**config.mk**
```make
export PLATFORM = sky130hd
export DESIGN_NAME = iocf_top
export DESIGN_NICKNAME = d
export VERILOG_FILES = /design/src/design/iocf_pkg.sv /design/src/design/iocf_out_chan.sv /design/src/design/iocf_top.sv
export SDC_FILE = /design/constraint.sdc
export NUM_CORES = 1
export LEC_CHECK = 0
export ABC_AREA = 1
export BUFFER_PORTS_ARGS = -buffer_cell sky130_fd_sc_hd__buf_4
export CORE_MARGIN = 3
export CORE_UTILIZATION = 35
export DETAILED_ROUTE_END_ITERATION = 12
export GPL_TIMING_DRIVEN = 0
export HOLD_SLACK_MARGIN = 0.15
export PLACE_DENSITY = 0.52
export SETUP_SLACK_MARGIN = 0.2
export SLEW_MARGIN = 20
export SYNTH_ARGS = -nofsm -noshare
export SYNTH_HDL_FRONTEND = slang
export SYNTH_SLANG_ARGS = --single-unit
```
**constraint.sdc**
```tcl
create_clock -name clk_sys -period 1.72 [get_ports clk_sys]
set_clock_uncertainty 0.1 [all_clocks]
set_input_delay 0.344 -clock clk_sys [delete_from_list [all_inputs] [get_ports clk_sys]]
set_output_delay 0.344 -clock clk_sys [all_outputs]
set_load 0.01 [all_outputs]
```
**src/design/iocf_pkg.sv**
```systemverilog
// Package for the channel configuration and fallback block.
// Assumes a 32-bit APB slave at 100 MHz; offsets are byte addresses.
package iocf_pkg;
	localparam int IOCF_CHANNELS = 8;
	localparam int IOCF_IMAGE_WORDS = 8;
	localparam logic [7:0] IOCF_ADDR_PRI_DIR = 8'h00;
	localparam logic [7:0] IOCF_ADDR_SEC_DIR = 8'h04;
	localparam logic [7:0] IOCF_ADDR_DIAG_SEL = 8'h08;
	localparam logic [7:0] IOCF_ADDR_IN_MASK = 8'h0C;
	localparam logic [7:0] IOCF_ADDR_FB_MODE = 8'h10;
	localparam logic [7:0] IOCF_ADDR_FB_STATE = 8'h14;
	localparam logic [7:0] IOCF_ADDR_OUT_GATE = 8'h18;
	localparam logic [7:0] IOCF_ADDR_OUT_CMD = 8'h1C;
	localparam logic [7:0] IOCF_ADDR_STATUS = 8'h20;
	localparam logic [7:0] IOCF_ADDR_IMAGE = 8'h40;
	localparam logic [7:0] IOCF_RST_PRI_DIR = 8'h00;
	localparam logic [7:0] IOCF_RST_SEC_DIR = 8'h00;
	localparam logic [7:0] IOCF_RST_DIAG_SEL = 8'hFF;
	localparam logic [7:0] IOCF_RST_IN_MASK = 8'h00;
	localparam logic [7:0] IOCF_RST_FB_MODE = 8'hFF;
	localparam logic [7:0] IOCF_RST_FB_STATE = 8'h00;
	localparam logic [7:0] IOCF_RST_OUT_GATE = 8'hFF;
	localparam logic [7:0] IOCF_RST_OUT_CMD = 8'h00;
	localparam int IOCF_STAT_FALLBACK = 0;
	localparam int IOCF_STAT_FREEZE = 1;
	typedef enum logic [2:0]
	{
		IOCF_RUN = 3'b001,
		IOCF_FALLBACK = 3'b010,
		IOCF_FREEZE = 3'b100
	} iocf_mode_e;
endpackage

```
**src/design/iocf_out_chan.sv**
```systemverilog
// One output channel: gate, fallback mode and predefined state.
// Assumes the mode signals come from the owning block's state machine.
`timescale 1ns/1ps
`default_nettype none
module iocf_out_chan
(
	// Clock and reset
	input wire logic clk_sys,
	input wire logic rst_n,
	// Mode
	input wire logic fallback,
	input wire logic freeze,
	// Channel settings
	input wire logic cmd,
	input wire logic gate,
	input wire logic fb_mode,
	input wire logic fb_state,
	// Pin drive
	output logic q
);
	always_ff @(posedge clk_sys or negedge rst_n)
	begin
		if (!rst_n)
			q <= 1'b0;
		else if (freeze)
			q <= q; // RULE13
		else if (fallback)
		begin
			if (fb_mode)
				q <= fb_state; // RULE10
			else
				q <= q; // RULE9
		end
		else if (gate)
			q <= cmd; // RULE11 RULE16
	end
endmodule
`default_nettype wire

```
**src/design/iocf_top.sv**
```systemverilog
// Channel configuration, input masking and output fallback for an 8-socket box.
// Assumes APB from the network interface side and synchronous pin inputs.
`timescale 1ns/1ps
`default_nettype none
// How it works
// RULE1: Primary direction bit 1 drives output.
// RULE2: Secondary input needs diag 0, dir 0.
// RULE3: Secondary pin reports diagnostics by default.
// RULE4: Diag select resets 1; 0 drops diagnostics.
// RULE5: Mask bit 1 ignores that input.
// RULE6: Mask also gates diagnostic reporting.
// RULE7: Link loss forces per-channel fallback values.
// RULE8: Fallback mode resets 1, predefined state.
// RULE9: Hold mode keeps last output value.
// RULE10: Predefined mode drives fallback bit, reset 0.
// RULE11: Gate 0 holds output, ignores commands.
// RULE12: System events also trigger fallback.
// RULE13: Online stop freezes all outputs.
// RULE14: Image is eight 16-bit words, inputs first.
// RULE15: Partner places image by node address.
// RULE16: Restored link resumes gated commands.
module iocf_top
	import iocf_pkg::*;
#(
	parameter int CH = iocf_pkg::IOCF_CHANNELS
)
(
	// Clock and reset
	input wire logic clk_sys,
	input wire logic rst_n,
	// APB slave
	input wire logic psel,
	input wire logic penable,
	input wire logic pwrite,
	input wire logic [7:0] paddr,
	input wire logic [31:0] pwdata,
	output logic pready,
	output logic [31:0] prdata,
	output logic pslverr,
	// Fallback events and online stop
	input wire logic link_lost,
	input wire logic netif_fail,
	input wire logic cable_off,
	input wire logic cfg_download,
	input wire logic cfg_reset,
	input wire logic cfg_store,
	input wire logic cfg_stop,
	// Primary pins
	input wire logic [CH-1:0] pri_in,
	output logic [CH-1:0] pri_out,
	output logic [CH-1:0] pri_oe,
	// Secondary pins
	input wire logic [CH-1:0] sec_in,
	output logic [CH-1:0] sec_out,
	output logic [CH-1:0] sec_oe,
	// Diagnostic sources
	input wire logic [CH-1:0] diag_in,
	// Status
	output logic fallback_active
);
	import iocf_pkg::*;

	logic [7:0] pri_dir_r;
	logic [7:0] sec_dir_r;
	logic [7:0] diag_sel_r;
	logic [7:0] in_mask_r;
	logic [7:0] fb_mode_r;
	logic [7:0] fb_state_r;
	logic [7:0] out_gate_r;
	logic [7:0] pri_cmd_r;
	logic [7:0] sec_cmd_r;
	logic [15:0] image_r [IOCF_IMAGE_WORDS];
	iocf_mode_e mode_r;
	iocf_mode_e mode_nxt;
	logic [CH-1:0] pri_q;
	logic [CH-1:0] sec_q;
	logic [CH-1:0] sec_is_in;
	logic [CH-1:0] sec_is_out;
	logic wr_en;
	logic rd_en;
	logic fb_event;
	logic [31:0] rd_nxt;
	logic addr_ok;

	assign wr_en = psel && penable && pwrite;
	assign rd_en = psel && penable && !pwrite;
	assign fb_event = link_lost | netif_fail | cable_off | cfg_download | cfg_reset | cfg_store; // RULE7 RULE12
	assign sec_is_in = ~diag_sel_r & ~sec_dir_r; // RULE2
	assign sec_is_out = ~diag_sel_r & sec_dir_r;

	// Configuration registers; reset values leave every socket as a diagnosed input
	always_ff @(posedge clk_sys or negedge rst_n)
	begin
		if (!rst_n)
		begin
			pri_dir_r <= IOCF_RST_PRI_DIR;
			sec_dir_r <= IOCF_RST_SEC_DIR; // RULE2
			diag_sel_r <= IOCF_RST_DIAG_SEL; // RULE3 RULE4
			in_mask_r <= IOCF_RST_IN_MASK; // RULE5
			fb_mode_r <= IOCF_RST_FB_MODE; // RULE8
			fb_state_r <= IOCF_RST_FB_STATE; // RULE10
			out_gate_r <= IOCF_RST_OUT_GATE; // RULE11
			pri_cmd_r <= IOCF_RST_OUT_CMD;
			sec_cmd_r <= IOCF_RST_OUT_CMD;
		end
		else if (wr_en)
		begin
			case (paddr)
				IOCF_ADDR_PRI_DIR: pri_dir_r <= pwdata[7:0];
				IOCF_ADDR_SEC_DIR: sec_dir_r <= pwdata[7:0];
				IOCF_ADDR_DIAG_SEL: diag_sel_r <= pwdata[7:0];
				IOCF_ADDR_IN_MASK: in_mask_r <= pwdata[7:0];
				IOCF_ADDR_FB_MODE: fb_mode_r <= pwdata[7:0];
				IOCF_ADDR_FB_STATE: fb_state_r <= pwdata[7:0];
				IOCF_ADDR_OUT_GATE: out_gate_r <= pwdata[7:0];
				IOCF_ADDR_OUT_CMD:
				begin
					pri_cmd_r <= pwdata[7:0];
					sec_cmd_r <= pwdata[15:8];
				end
				default: ;
			endcase
		end
	end

	// Stop wins over fallback so an online stop never disturbs outputs
	always_comb
	begin
		mode_nxt = IOCF_RUN;
		if (cfg_stop)
			mode_nxt = IOCF_FREEZE; // RULE13
		else if (fb_event)
			mode_nxt = IOCF_FALLBACK; // RULE7 RULE12
	end

	always_ff @(posedge clk_sys or negedge rst_n)
	begin
		if (!rst_n)
			mode_r <= IOCF_RUN;
		else
		begin
			case (mode_nxt)
				IOCF_RUN: mode_r <= IOCF_RUN; // RULE16
				IOCF_FALLBACK: mode_r <= IOCF_FALLBACK;
				IOCF_FREEZE: mode_r <= IOCF_FREEZE;
				default: mode_r <= IOCF_RUN;
			endcase
		end
	end

	// Output values lag the mode by one edge; the mode itself is registered
	genvar g;
	generate
		for (g = 0; g < CH; g++)
		begin : g_ch
			iocf_out_chan u_pri
			(
				.clk_sys(clk_sys),
				.rst_n(rst_n),
				.fallback(mode_r == IOCF_FALLBACK),
				.freeze(mode_r == IOCF_FREEZE),
				.cmd(pri_cmd_r[g]),
				.gate(out_gate_r[g]),
				.fb_mode(fb_mode_r[g]),
				.fb_state(fb_state_r[g]),
				.q(pri_q[g])
			);
			iocf_out_chan u_sec
			(
				.clk_sys(clk_sys),
				.rst_n(rst_n),
				.fallback(mode_r == IOCF_FALLBACK),
				.freeze(mode_r == IOCF_FREEZE),
				.cmd(sec_cmd_r[g]),
				.gate(out_gate_r[g]),
				.fb_mode(fb_mode_r[g]),
				.fb_state(fb_state_r[g]),
				.q(sec_q[g])
			);
		end
	endgenerate

	// Pins drive only where configured as outputs
	always_ff @(posedge clk_sys or negedge rst_n)
	begin
		if (!rst_n)
		begin
			pri_out <= '0;
			pri_oe <= '0;
			sec_out <= '0;
			sec_oe <= '0;
			fallback_active <= 1'b0;
		end
		else
		begin
			pri_oe <= pri_dir_r; // RULE1
			pri_out <= pri_q & pri_dir_r; // RULE1
			sec_oe <= sec_is_out;
			sec_out <= sec_q & sec_is_out;
			fallback_active <= (mode_r == IOCF_FALLBACK);
		end
	end

	// Input image: input data words first, then one diagnostic word, then outputs, diag select and mode
	always_ff @(posedge clk_sys or negedge rst_n)
	begin
		if (!rst_n)
		begin
			for (int i = 0; i < IOCF_IMAGE_WORDS; i++)
				image_r[i] <= 16'h0000;
		end
		else
		begin
			image_r[0] <= {8'h00, pri_in & ~pri_dir_r & ~in_mask_r}; // RULE14 RULE5
			image_r[1] <= {8'h00, sec_in & sec_is_in & ~in_mask_r}; // RULE14 RULE2
			image_r[2] <= {8'h00, diag_in & diag_sel_r & ~in_mask_r}; // RULE14 RULE4 RULE6
			image_r[3] <= {8'h00, pri_q & pri_dir_r};
			image_r[4] <= {8'h00, sec_q & sec_is_out};
			image_r[5] <= {8'h00, diag_sel_r};
			image_r[6] <= {13'h0000, mode_r};
			image_r[7] <= 16'h0000;
		end
	end

	// Read mux; unmapped addresses answer with an error
	always_comb
	begin
		rd_nxt = 32'h0000_0000;
		addr_ok = 1'b1;
		case (paddr)
			IOCF_ADDR_PRI_DIR: rd_nxt = {24'h000000, pri_dir_r};
			IOCF_ADDR_SEC_DIR: rd_nxt = {24'h000000, sec_dir_r};
			IOCF_ADDR_DIAG_SEL: rd_nxt = {24'h000000, diag_sel_r};
			IOCF_ADDR_IN_MASK: rd_nxt = {24'h000000, in_mask_r};
			IOCF_ADDR_FB_MODE: rd_nxt = {24'h000000, fb_mode_r};
			IOCF_ADDR_FB_STATE: rd_nxt = {24'h000000, fb_state_r};
			IOCF_ADDR_OUT_GATE: rd_nxt = {24'h000000, out_gate_r};
			IOCF_ADDR_OUT_CMD: rd_nxt = {16'h0000, sec_cmd_r, pri_cmd_r};
			IOCF_ADDR_STATUS: rd_nxt = {30'h0, mode_r == IOCF_FREEZE, mode_r == IOCF_FALLBACK};
			default:
			begin
				if (paddr[7:5] == IOCF_ADDR_IMAGE[7:5])
					rd_nxt = {16'h0000, image_r[paddr[4:2]]}; // RULE14
				else
					addr_ok = 1'b0;
			end
		endcase
	end

	// Answer comes one edge after the setup cycle
	always_ff @(posedge clk_sys or negedge rst_n)
	begin
		if (!rst_n)
		begin
			pready <= 1'b0;
			prdata <= 32'h0000_0000;
			pslverr <= 1'b0;
		end
		else
		begin
			pready <= psel && !penable;
			pslverr <= psel && !penable && !addr_ok;
			if (psel && !penable && !pwrite)
				prdata <= rd_nxt;
		end
	end

	property p_fb_pred;
		@(posedge clk_sys) disable iff (!rst_n)
		(mode_r == IOCF_FALLBACK) && fb_mode_r[0] && pri_dir_r[0] ##1 (mode_r == IOCF_FALLBACK) && $stable(fb_state_r[0])
		|=> pri_out[0] == fb_state_r[0];
	endproperty
	a_fb_pred: assert property (p_fb_pred) else $error("predefined fallback not driven"); // RULE10

	property p_fb_hold;
		@(posedge clk_sys) disable iff (!rst_n)
		(mode_r == IOCF_FALLBACK) && !fb_mode_r[0] && $stable(pri_dir_r) |=> $stable(pri_q[0]);
	endproperty
	a_fb_hold: assert property (p_fb_hold) else $error("hold fallback changed output"); // RULE9

	property p_freeze;
		@(posedge clk_sys) disable iff (!rst_n)
		(mode_r == IOCF_FREEZE) |=> $stable(pri_q) && $stable(sec_q);
	endproperty
	a_freeze: assert property (p_freeze) else $error("outputs moved under stop"); // RULE13

	property p_event;
		@(posedge clk_sys) disable iff (!rst_n)
		fb_event && !cfg_stop |=> mode_r == IOCF_FALLBACK ##1 fallback_active;
	endproperty
	a_event: assert property (p_event) else $error("event did not enter fallback"); // RULE7

	property p_gate_off;
		@(posedge clk_sys) disable iff (!rst_n)
		(mode_r == IOCF_RUN) && !out_gate_r[0] |=> $stable(pri_q[0]);
	endproperty
	a_gate_off: assert property (p_gate_off) else $error("gated output moved"); // RULE11

	property p_resume;
		@(posedge clk_sys) disable iff (!rst_n)
		(mode_r == IOCF_RUN) && out_gate_r[0] |=> pri_q[0] == $past(pri_cmd_r[0]);
	endproperty
	a_resume: assert property (p_resume) else $error("command not applied"); // RULE16

	property p_pri_dir;
		@(posedge clk_sys) disable iff (!rst_n)
		##1 pri_oe == $past(pri_dir_r);
	endproperty
	a_pri_dir: assert property (p_pri_dir) else $error("primary enable wrong"); // RULE1

	property p_sec_in;
		@(posedge clk_sys) disable iff (!rst_n)
		(diag_sel_r[0] || sec_dir_r[0]) |=> !image_r[1][0];
	endproperty
	a_sec_in: assert property (p_sec_in) else $error("secondary input leaked"); // RULE2

	property p_mask;
		@(posedge clk_sys) disable iff (!rst_n)
		in_mask_r[0] |=> !image_r[0][0] && !image_r[2][0];
	endproperty
	a_mask: assert property (p_mask) else $error("masked input reported"); // RULE5 RULE6

	property p_sec_dir;
		@(posedge clk_sys) disable iff (!rst_n)
		##1 sec_oe == $past(sec_is_out);
	endproperty
	a_sec_dir: assert property (p_sec_dir) else $error("secondary enable wrong"); // RULE2

	property p_diag_off;
		@(posedge clk_sys) disable iff (!rst_n)
		!diag_sel_r[0] |=> !image_r[2][0];
	endproperty
	a_diag_off: assert property (p_diag_off) else $error("diagnostic reported while deselected"); // RULE4

	property p_stop_wins;
		@(posedge clk_sys) disable iff (!rst_n)
		cfg_stop |=> mode_r == IOCF_FREEZE;
	endproperty
	a_stop_wins: assert property (p_stop_wins) else $error("stop did not freeze outputs"); // RULE13

	c_fallback: cover property (@(posedge clk_sys) disable iff (!rst_n) mode_r == IOCF_FALLBACK ##1 mode_r == IOCF_RUN);
	c_freeze: cover property (@(posedge clk_sys) disable iff (!rst_n) mode_r == IOCF_FREEZE);
	c_hold: cover property (@(posedge clk_sys) disable iff (!rst_n) (mode_r == IOCF_FALLBACK) && !fb_mode_r[0]);
	c_write: cover property (@(posedge clk_sys) disable iff (!rst_n) wr_en && pready);
	c_read: cover property (@(posedge clk_sys) disable iff (!rst_n) rd_en && pready && !pslverr);
endmodule
`default_nettype wire

```
==> results of run 1 <==
Yosys cell counts (all sizes together):
cell,number
a21o,1
a21oi,23
a22oi,3
buf,52
clkbuf,2
clkinv,1
conb,1
dfrtp,152
dfstp,25
inv,83
mux2,3
nand2,276
nand3,39
nand3b,1
nand4,8
nor2,80
nor3,19
nor3b,6
nor4,1
o211ai,5
o21a,3
o21ai,108
o21bai,2
per-stage QoR:
step / worst slack, ns / area (um2) / instances
2_1_floorplan: 0.2015 / 8194 / 909
3_3_place_gp: -0.9493 / 9361 / 1302
3_5_place_dp: -0.3184 / 9424 / 1304
4_1_cts: 0.09174 / 10620 / 1385
5_1_grt: 0.04140 / 10720 / 1387
6_report: 0.1119 / 10720 / 1387
worst min-delay path by stage:
stage               startpoint               to  slack, ns
floorplan                rst_n  fallback_active      -0.05
global placement     mode_r[1]      image_r[17]       0.28
detailed placement       rst_n        pri_oe[4]       0.19
CTS                    penable          pslverr       0.18
global route           penable          pslverr       0.18
finish                 penable          pslverr       0.14
area by class of cell:
cell class	instances	area share, %
buffer	54	4.682
tap	285	3.328
sequential	177	41.63
clock buffer	22	4.425
multi-input combinational	594	28.55
clock inverter	10	0.9574
timing repair buffer	161	13.25
inverter	84	3.176
flip-flops by register name, summed over array words and instances, names as in the netlist:
signal / count
in_mask_r: 8
g_ch.u_sec.q: 8
mode_r: 3
pri_dir_r: 8
image_r: 51
pri_oe: 8
pready: 1
fb_state_r: 8
pslverr: 1
diag_sel_r: 8
sec_dir_r: 8
sec_cmd_r: 8
out_gate_r: 8
fallback_active: 1
pri_cmd_r: 8
prdata: 16
fb_mode_r: 8
g_ch.u_pri.q: 8
sec_oe: 8
tightest hold or removal path: cells and delay by family:
kind	cells	cell delay, ns
buffers and inverters	1	0.09
AND/OR/NAND/NOR	3	0.18
layout by cell type (no fill, tap or decap), drive strengths merged:
cell type	synthesis	layout
a22oi	3	3
conb	1	16
nand3	39	39
o21ai	108	108
nor3b	6	6
inv	83	83
nand3b	1	1
nor4	1	1
o211ai	5	5
clkinvlp	0	6
nand2	276	276
nor3	19	19
nand4	8	8
bufinv	0	1
buf	52	176
dfrtp	152	152
clkbuf	2	24
clkinv	1	4
mux2	3	3
o21bai	2	2
o21a	3	3
a21o	1	1
nor2	80	80
dlygate4sd3	0	37
dfstp	25	25
a21oi	23	23
logic make-up after synthesis:
logic type	after synthesis	synth area share, %
buffers and inverters	138	9.250
AO/OA/AOI/OAI	145	10.84
multiplexers	3	0.4155
other	1	0.04613
flip-flops	177	54.87
AND/OR/NAND/NOR	430	24.58
report_power, final:
group	internal, mW	switching (mW)
combinational	0.356	0.482
sequential	4.28	0.0589
clock	2.12	1.65
total	6.76	2.20
routing by layer:
layer  part of all wire, %  track usage, %  wire (um)
met5                     0               0          0
met2                    46           30.36      10700
met1                    49           28.37      11300
met4                   1.1           4.179        245
met3                   4.1           2.283        950
what timing repair did:
action | in CTS | in global routing
pin swaps | 5 | 4
gates resized for setup | 51 | 28
hold buffers | 37 | 0
gates cloned | 1 | 0
hold endpoints to repair | 122 | 0
endpoints found under the setup margin | 42 | 47
buffers inserted | 11 | 2
==> results.md, run 1 <==
* Crit path to: g_ch[4].u_sec.q
* Pwr/cell area at 835.9 nW/um2
* #FFs+latches synth at approximately 180
* Area of the die at approximately 25000 um2
* Max clock buf depth at 2
* Area contributors post-synth: dfrtp_1 (47%), nand2_1 (12%), dfstp_2 (8.1%)
* Area grow syn2layout at 31.83%
* All-layer global routing usage at 19.15%
* CTS Buf Count at 17
* Fillcell total at 2232
* Nets at 1165
* I/O Buffers at between 100 and 150
* Largest net degree at the start of global routing at 73
* Sequential fraction of the synthesis area at roughly 55%
* Final HPWL DP at 17500 um
* Total power at 8.957 mW
* Worst Hold Class: in2reg
* Fin util at 47.19%
* Root Driver: clkbuf_16
* Leading area contributor after synthesis: dfrtp_1
* Worst Setup SP: mode_r[2]
* Initial core utilization at 35.80%
* TritonCTS clock tree: built
* Hold WS at ~0.14 ns
* Final GP Congestion at 0.8523
* P_leak at around 5.4 nW
* Cell area after synthesis at between 8000 and 9000 um2
* Outcome: finished, final reports clean
* Cell count along the critical path at 7
* Final ANT Viol Nets at 0
* Syn avg cell area at 9.093 um2
* Layout cells sized above 1 at 29.58%
* # diodes at 0
* Core box area at 22710 um2
* Initial antenna violation count at 0
* Worst path buffer plus inverter count at 2
* Worst skew pair latency at 0.42 ns
* RSZ-0062 raised after global routing: true
* Die width at between 150 and 200 um
* Max stage delay on crit path at 0.44 ns
* H-tree Lvls at 4
* Via density at 4.678
* Worst-path fanout max at 7
* FF+latch area at approximately 4500 um2
* Critical path capture point type: register
* Max Cap Viol at 0
* VDD IR max at 415.8 uV
* CP top delay family: flip-flops
* FF-to-FF path depth at 7
* Post-Syn Instances at 894
* IO Count at ~140
* Reg-to-reg endpoint: g_ch[4].u_sec.q
* Hold depth at 4
* Grt total ovfl at 0
* Cell variety after synth at 37
* Via count at 6489
* Die Y at 158.4 um
* Num rows at 55
* DR WL/cell at 16.72 um
* Setup slack, reg-to-reg at 0.11 ns
* Worst-path clk slew at 0.07 ns
* Setup TNS at 0 ns
* R2r startpoint: mode_r[2]
* Yosys warns at 0
* Worst path required time at 1.97 ns
* Fin crit share at 93.50%
* Critical path arrival at 1.86 ns
* Hold Fails Final Rpt at 0
* Number of global-route vias before repair at about 6400
* WL final at 23190 um
* Slew Viols, Final at 0
* CP max-delay cell: dfrtp_2
* Area share of the largest cell type after synthesis at roughly 47%
* DRT iter0 DRCs at around 450
* Drt first pass iters at 5
* FMAX at ~620 MHz
* Setup violators final at 0
* TritonCTS Sinks at 177
* Final min period at 1.608 ns
* Crit start category: register
* Multi-input logic area at 3059 um2
* # DRC at 0
* Global-route wire length before repair at 36800 um
* Setup CP Type: reg2reg
* CP Cell Sequence: nor2_4 -> nand2_8 -> buf_6 -> o211ai_1 -> buf_4 -> nor2_1 -> a21oi_1
Power figures use the tool's default switching activity.
==> run 2: changes to the inputs <==
--- a/config.mk
+++ b/config.mk
@@ -5,14 +5,13 @@
 export SDC_FILE = /design/constraint.sdc
 export NUM_CORES = 1
 export LEC_CHECK = 0
-export ABC_AREA = 1
 export BUFFER_PORTS_ARGS = -buffer_cell sky130_fd_sc_hd__buf_4
 export CORE_MARGIN = 3
 export CORE_UTILIZATION = 35
 export DETAILED_ROUTE_END_ITERATION = 12
 export GPL_TIMING_DRIVEN = 0
 export HOLD_SLACK_MARGIN = 0.15
-export PLACE_DENSITY = 0.52
+export PLACE_DENSITY = 0.53
 export SETUP_SLACK_MARGIN = 0.2
 export SLEW_MARGIN = 20
 export SYNTH_ARGS = -nofsm -noshare
==> results.md, run 2 <==
* Top sig layer: met4
* Cts hold-fix bufs at 45 (+22%)
* Multi-input logic area at 3676 um2 (+20%)
* Post-Syn Instances at 593 (-34%)
* Setup CP Type: in2reg
* Worst-Margin Slew at 0.6233 ns
* I/O Buffers at 109 (+0.93%)
* CTS Buf Count at 17 (unchanged)
* #FFs+latches synth at 177 (unchanged)
* Hold WS at -0.2247 ns (-0.3680 ns)
* Global-route wire length before repair at 37560 um (+2.0%)
* Setup slack, reg-to-reg at 0.02 ns (-0.09 ns)
* Final min period at 1.823 ns (+0.2147 ns)
* Max stage delay on crit path at 0.30 ns (-0.14 ns)
* Largest register by flop count: image_r
* Logic pwr share at 12.2% (+2.8 points)
* DR WL/cell at 21.50 um (+29%)
* WL final at 24440 um (+5.4%)
* Worst path required time at 1.94 ns (-0.03 ns)
* Worst path buffer plus inverter count at 4 (+2)
* CP max-delay cell: mux2_4
* TritonCTS clock tree: built
* Final GP Congestion at 0.8264 (-3.0%)
* P_leak at 5.544 nW (+3.5%)
* Total power at 9.339 mW (+4.3%)
* Via count at 5815 (-10%)
* Via density at 5.114 (+9.3%)
* FF-to-FF path depth at 5 (-2)
* CP Cell Sequence: buf_8 -> nor4_4 -> buf_4 -> nand2_4 -> or2_1 -> buf_6 -> nor3b_4 -> buf_6 -> mux2_4
* Cell variety after synth at 46 (+24%)
* Cell with the most instances after synthesis: dfrtp_1
* Pwr/cell area at 799.8 nW/um2 (-4.3%)
* Switch Pwr at 2.325 mW (+5.8%)
* Post-synth EDFFs at 0 (unchanged)
* Crit start category: primary input
* Met3 WL at 1958 um (+110%)
* Largest net degree at the start of global routing at 101 (+38%)
* Area contributors post-synth: dfrtp_1 (49%), mux2_2 (10%), dfstp_2 (8.5%)
* DRT iter0 DRCs at 551 (+23%)
* Syn avg cell area at 13.04 um2 (+43%)
* Grt total ovfl at 0 (unchanged)
* # diodes at 0 (unchanged)
* Initial antenna violation count at 0 (unchanged)
* Most frequent cells in the layout: dfrtp_1 (150), buf_4 (149), mux2_4 (66), buf_6 (53), dlygate4sd3_1 (45)
* Setup ws final at -0.1028 ns (-0.2147 ns)
* Most common cell after layout, fill and taps aside: dfrtp_1
* Final HPWL DP at 15430 um (-12%)
* Hold Fails Final Rpt at 71 (+71)
* Largest register FFs at 51 (unchanged)
* Number of global-route vias before repair at 6181 (-3.6%)
* Most common cell on crit path: buf_6
* Area grow syn2layout at 51.04%
* VDD IR max at 642.9 uV (+55%)
* Max clock buf depth at 2 (unchanged)
* Worst-path fanout max at 4 (-3)
* Outcome: complete, but fails checks
* Critical path capture point type: register
* FMAX at 548.6 MHz (-12%)
* Worst-path clk slew at 0.07 ns (about the same)
* Sequential group share of total power at 48.2% (-0.2 points)
* Die Y at 154.6 um (-2.4%)
* Sequential fraction of the synthesis area at 57.70% (+2.8 points)
* IO Count at 143 (unchanged)
* Die width at 154.6 um (-2.4%)
* Num rows at 53 (-3.6%)
* Max Cap Viol at 0 (unchanged)
* Setup violators final at 35 (+35)
* Cell area after synthesis at 7731 um2 (-4.9%)
* Worst Hold Class: in2async
* Nets at 925 (-21%)
* WL met1 at 10500 um (-7.1%)
* Post-synth ARST share at 100.0% (unchanged)
* Int Pwr at 7.015 mW (+3.8%)
* Final ANT Viol Nets at 0 (unchanged)
* Core box area at 21350 um2 (-6.0%)
* TritonCTS Sinks at 177 (unchanged)
* Failing checks: hold timing, setup timing
* Setup TNS at -1.157 ns (-1.157 ns)
* R2r startpoint: pri_dir_r[0]
* FF+latch area at 4463 um2 (about the same)
* Drt first pass iters at 4 (-1)
* Fillcell total at 1784 (-20%)
* Slew headroom at 58.45%
* Fin util at 54.69% (+7.5 points)
* Area share of the largest cell type after synthesis at 49.20% (+2.4 points)
* Sw Share at 24.89% (+0.37 points)
* Met2 Routed Length at 11450 um (+7.0%)
* Yosys warns at 0 (unchanged)
* Critical path arrival at 2.04 ns (+0.18 ns)
* Part of the power in the clock network at 39.6% (-2.6 points)
* Leading area contributor after synthesis: dfrtp_1
* RSZ-0062 raised after global routing: true
* Fin crit share at 106.0% (+12 points)
* Initial core utilization at 36.21% (+0.41 points)
* Layout cells sized above 1 at 51.16% (+22 points)
* Slew Viols, Final at 0 (unchanged)
* Reg-to-reg endpoint: prdata[0]
* Root Driver: clkbuf_16
* Largest registers: image_r: 51 flops, prdata: 16 flops
* # DRC at 0 (unchanged)
* All-layer global routing usage at 20.83% (+1.7 points)
* Worst skew pair latency at 0.43 ns (about the same)
* H-tree Lvls at 4 (unchanged)
* CP top delay family: simple AND/OR/NAND/NOR gates
* Area of the die at 23910 um2 (-4.7%)
* Synth cell count leaders: dfrtp_1 (152), mux2_2 (72), nor2_1 (45), buf_4 (35), mux2i_1 (30)
* Most used DFF post-synth: dfrtp_1
[run 2: cell count changes in the layout (fill, tap and decap cells not counted), sizes merged, moves of 18 or more]
cell   change
a22o      +24
and2      +18
buf       +43
inv       -79
mux2      +72
mux2i     +30
nand2    -249
nand3     -32
nor2      -33
o21ai     -97
[run 2: final cells by class]
| class | instances | share of cell area (%) |
|---|---|---|
| Sequential cell | 177 | 38.22 |
| Multi-Input combinational cell | 374 | 31.48 |
| Timing Repair Buffer | 222 | 17.58 |
| Buffer | 54 | 4.939 |
| Clock buffer | 23 | 4.007 |
| Tap cell | 275 | 2.947 |
| Clock inverter | 9 | 0.7286 |
| Inverter | 3 | 0.09643 |
[run 2: kinds of logic (layout without fill, tap and decap cells)]
logic type | after synthesis | in the layout | synth area share, %
buf+inv | 57 | 311 | 4.564
simple gates | 147 | 147 | 10.45
other cells | 1 | 16 | 0.04850
compound gates | 92 | 92 | 8.351
mux | 119 | 119 | 18.89
flops | 177 | 177 | 57.70
[run 2: worst max-delay path by stage]
stage	start	endpoint	slack (ns)	cells past startpoint
finish	paddr[0]	fb_state_r[3]	-0.10	9
global route	paddr[0]	fb_state_r[7]	-0.17	9
CTS	paddr[0]	fb_state_r[1]	-0.07	9
detailed placement	paddr[6]	fb_state_r[1]	-1.16	7
global placement	paddr[6]	fb_state_r[0]	-1.06	7
floorplan	paddr[6]	fb_state_r[0]	-0.37	6
[run 2: timing repair]
item	4_1_cts	5_1_grt
pin swaps	24	22
endpoints found under the hold margin	170	71
setup endpoints to repair	122	120
gates resized for setup	146	73
setup buffers	49	15
cloned	3	0
[run 2: power by group through the flow]
stage	logic [mW]	registers (mW)	clock network [mW]
3_5_place_dp	0.829	4.54	0
6_report	1.14	4.50	3.70
5_1_grt	1.22	4.52	3.95
2_1_floorplan	0.416	4.51	0
3_3_place_gp	0.806	4.54	0
4_1_cts	1.04	4.47	3.77
[run 2: per-layer routing]
metal	GRT usage (%)	vias to the layer above
met1	28.41	2949
met5	0	-
met2	32.84	220
met3	4.701	35
met4	7.485	0
li1	-	2611
[run 2: through the flow]
step	worst slack [ns]	cell area, um2	instances
floorplan	-0.3723	8001	608
global placement	-1.065	9164	992
detailed placement	-1.157	9204	993
CTS	-0.07317	11240	1122
global route	-0.1748	11680	1137
finish	-0.1028	11680	1137
==> run 3: changes to the inputs <==
--- a/config.mk
+++ b/config.mk
@@ -6,12 +6,15 @@
 export NUM_CORES = 1
 export LEC_CHECK = 0
 export BUFFER_PORTS_ARGS = -buffer_cell sky130_fd_sc_hd__buf_4
+export CELL_PAD_IN_SITES_DETAIL_PLACEMENT = 1
+export CELL_PAD_IN_SITES_GLOBAL_PLACEMENT = 2
 export CORE_MARGIN = 3
-export CORE_UTILIZATION = 35
+export CORE_UTILIZATION = 34
+export CTS_CLUSTER_DIAMETER = 80
 export DETAILED_ROUTE_END_ITERATION = 12
 export GPL_TIMING_DRIVEN = 0
 export HOLD_SLACK_MARGIN = 0.15
-export PLACE_DENSITY = 0.53
+export PLACE_DENSITY_LB_ADDON = 0.25
 export SETUP_SLACK_MARGIN = 0.2
 export SLEW_MARGIN = 20
 export SYNTH_ARGS = -nofsm -noshare
==> results.md, run 3 (synthesis results as in run 2) <==
* Outcome: complete, but fails checks
* Failing checks: setup timing
* Fin util at 53.52% (-1.2 points)
* Initial core utilization at 34.99% (-1.2 points)
* Fin crit share at 112.4% (+6.4 points)
* Area of the die at 24580 um2 (+2.8%)
* I/O Buffers at 109 (unchanged)
* Worst-Margin Slew at 0.5115 ns (-0.1118 ns)
* Largest registers: image_r: 51 flops, prdata: 16 flops
* Global-route wire length before repair at 39210 um (+4.4%)
* Most common cell after layout, fill and taps aside: buf_4
* Largest register by flop count: image_r
* Max clock buf depth at 2 (unchanged)
* Via density at 5.180 (+1.3%)
* Number of global-route vias before repair at 6375 (+3.1%)
* Largest register FFs at 51 (unchanged)
* Setup violators final at 41 (+17%)
* FMAX at 517.4 MHz (-5.7%)
* Critical path capture point type: register
* Max Cap Viol at 0 (unchanged)
* IO Count at 143 (unchanged)
* Core box area at 22090 um2 (+3.5%)
* Fillcell total at 2205 (+24%)
* Final min period at 1.933 ns (+0.1100 ns)
* Num rows at 54 (+1.9%)
* Grt total ovfl at 0 (unchanged)
* TritonCTS clock tree: built
* P_leak at 5.633 nW (+1.6%)
* Layout cells sized above 1 at 53.18% (+2.0 points)
* Worst Hold Class: in2reg
* # DRC at 0 (unchanged)
* Total power at 9.899 mW (+6.0%)
* Crit start category: primary input
* Initial antenna violation count at 0 (unchanged)
* Pwr/cell area at 837.2 nW/um2 (+4.7%)
* CTS Buf Count at 17 (unchanged)
* Worst-path clk slew at 0.06 ns (about the same)
* VDD IR max at 578.3 uV (-10%)
* Root Driver: clkbuf_16
* H-tree Lvls at 4 (unchanged)
* Die Y at 156.8 um (+1.4%)
* DR WL/cell at 23.15 um (+7.7%)
* Worst skew pair latency at 0.44 ns (about the same)
* Largest net degree at the start of global routing at 73 (-28%)
* Worst path required time at 1.94 ns (about the same)
* Area grow syn2layout at 52.94%
* Setup ws final at -0.2128 ns (-0.1100 ns)
* Hold Fails Final Rpt at 0 (-100%)
* # diodes at 0 (unchanged)
* Slew headroom at 65.86% (+7.4 points)
* Final HPWL DP at 16500 um (+7.0%)
* Critical path arrival at 2.15 ns (+0.11 ns)
* Final GP Congestion at 0.8119 (-1.8%)
* DRT iter0 DRCs at 377 (-32%)
* WL final at 26850 um (+9.8%)
* Final ANT Viol Nets at 0 (unchanged)
* Drt first pass iters at 5 (+1)
* Most frequent cells in the layout: buf_4 (170), dfrtp_1 (150), buf_6 (51), dlygate4sd3_1 (46), mux2_4 (41)
* TritonCTS Sinks at 177 (unchanged)
* Setup CP Type: in2reg
* Die width at 156.8 um (+1.4%)
* Nets at 944 (+2.1%)
* Via count at 6009 (+3.3%)
* RSZ-0062 raised after global routing: true
* All-layer global routing usage at 21.61% (+0.77 points)
* Slew Viols, Final at 0 (unchanged)
* Worst-path fanout max at 4 (unchanged)
-- run 3: final cells by class --
class	count	area, um2	share of cell area [%]
Tap cell	280	350.3	2.963
Multi-Input combinational cell	374	3596	30.41
Clock buffer	20	436.7	3.693
Sequential cell	177	4463	37.75
Inverter	3	11.26	0.09524
Buffer	54	586.8	4.963
Clock inverter	11	187.7	1.587
Timing Repair Buffer	241	2192	18.54
-- run 3: power breakdown --
part,switching (mW),total (mW),internal [mW]
sequential,0.155,4.51,4.35
combinational,0.568,1.18,0.613
clock,1.65,4.21,2.56
-- run 3: metrics by stage --
stage          instances  worst slack (ns)  area (um2)  setup TNS [ns]  hold WS, ns
2_1_floorplan        608           -0.3723        8001          -12.40     -0.05159
3_3_place_gp         997            -1.481        9170         -205.45       0.3261
3_5_place_dp        1000            -1.141        9249          -70.25       0.1558
4_1_cts             1135          -0.08510       11360          -1.301       0.2107
5_1_grt             1160           -0.2116       11820          -6.217       0.2317
6_report            1160           -0.2128       11820          -5.658       0.2262
-- run 3: layer usage --
metal / wire length, um / track usage (%)
met2: 13040 / 34.42
met3: 1341 / 4.452
met1: 11690 / 29.48
met4: 777 / 7.420
met5: 0 / 0
-- run 3: final timing paths --
kind                       slack (ns)     startpoint  depth (start not counted)             to
max                             -0.21       paddr[7]                          9   sec_cmd_r[3]
min                              0.23         pwrite                          4      prdata[1]
max reg2reg                     -0.08  diag_sel_r[0]                          5      prdata[0]
min reg2reg                      0.34  diag_sel_r[2]                          0    image_r[34]
max in group asynchronous        0.54          rst_n                          3  diag_sel_r[0]
min in group asynchronous        0.29          rst_n                          2      pri_oe[6]
-- run 3: timing repair --
| action | in CTS | in global routing |
|---|---|---|
| hold endpoints to repair | 252 | 0 |
| cloned | 2 | 1 |
| pin swaps | 19 | 24 |
| setup endpoints to repair | 122 | 95 |
| hold buffers | 46 | 0 |
| setup buffers | 56 | 24 |
| resized for setup | 130 | 70 |
-- run 3: critical path, cell delays in order --
cell,delay [ns]
buf_8,0.10
nor4_4,0.40
nand2_2,0.11
or2_1,0.26
buf_6,0.16
nor2_4,0.17
buf_4,0.16
buf_6,0.11
mux2_2,0.32
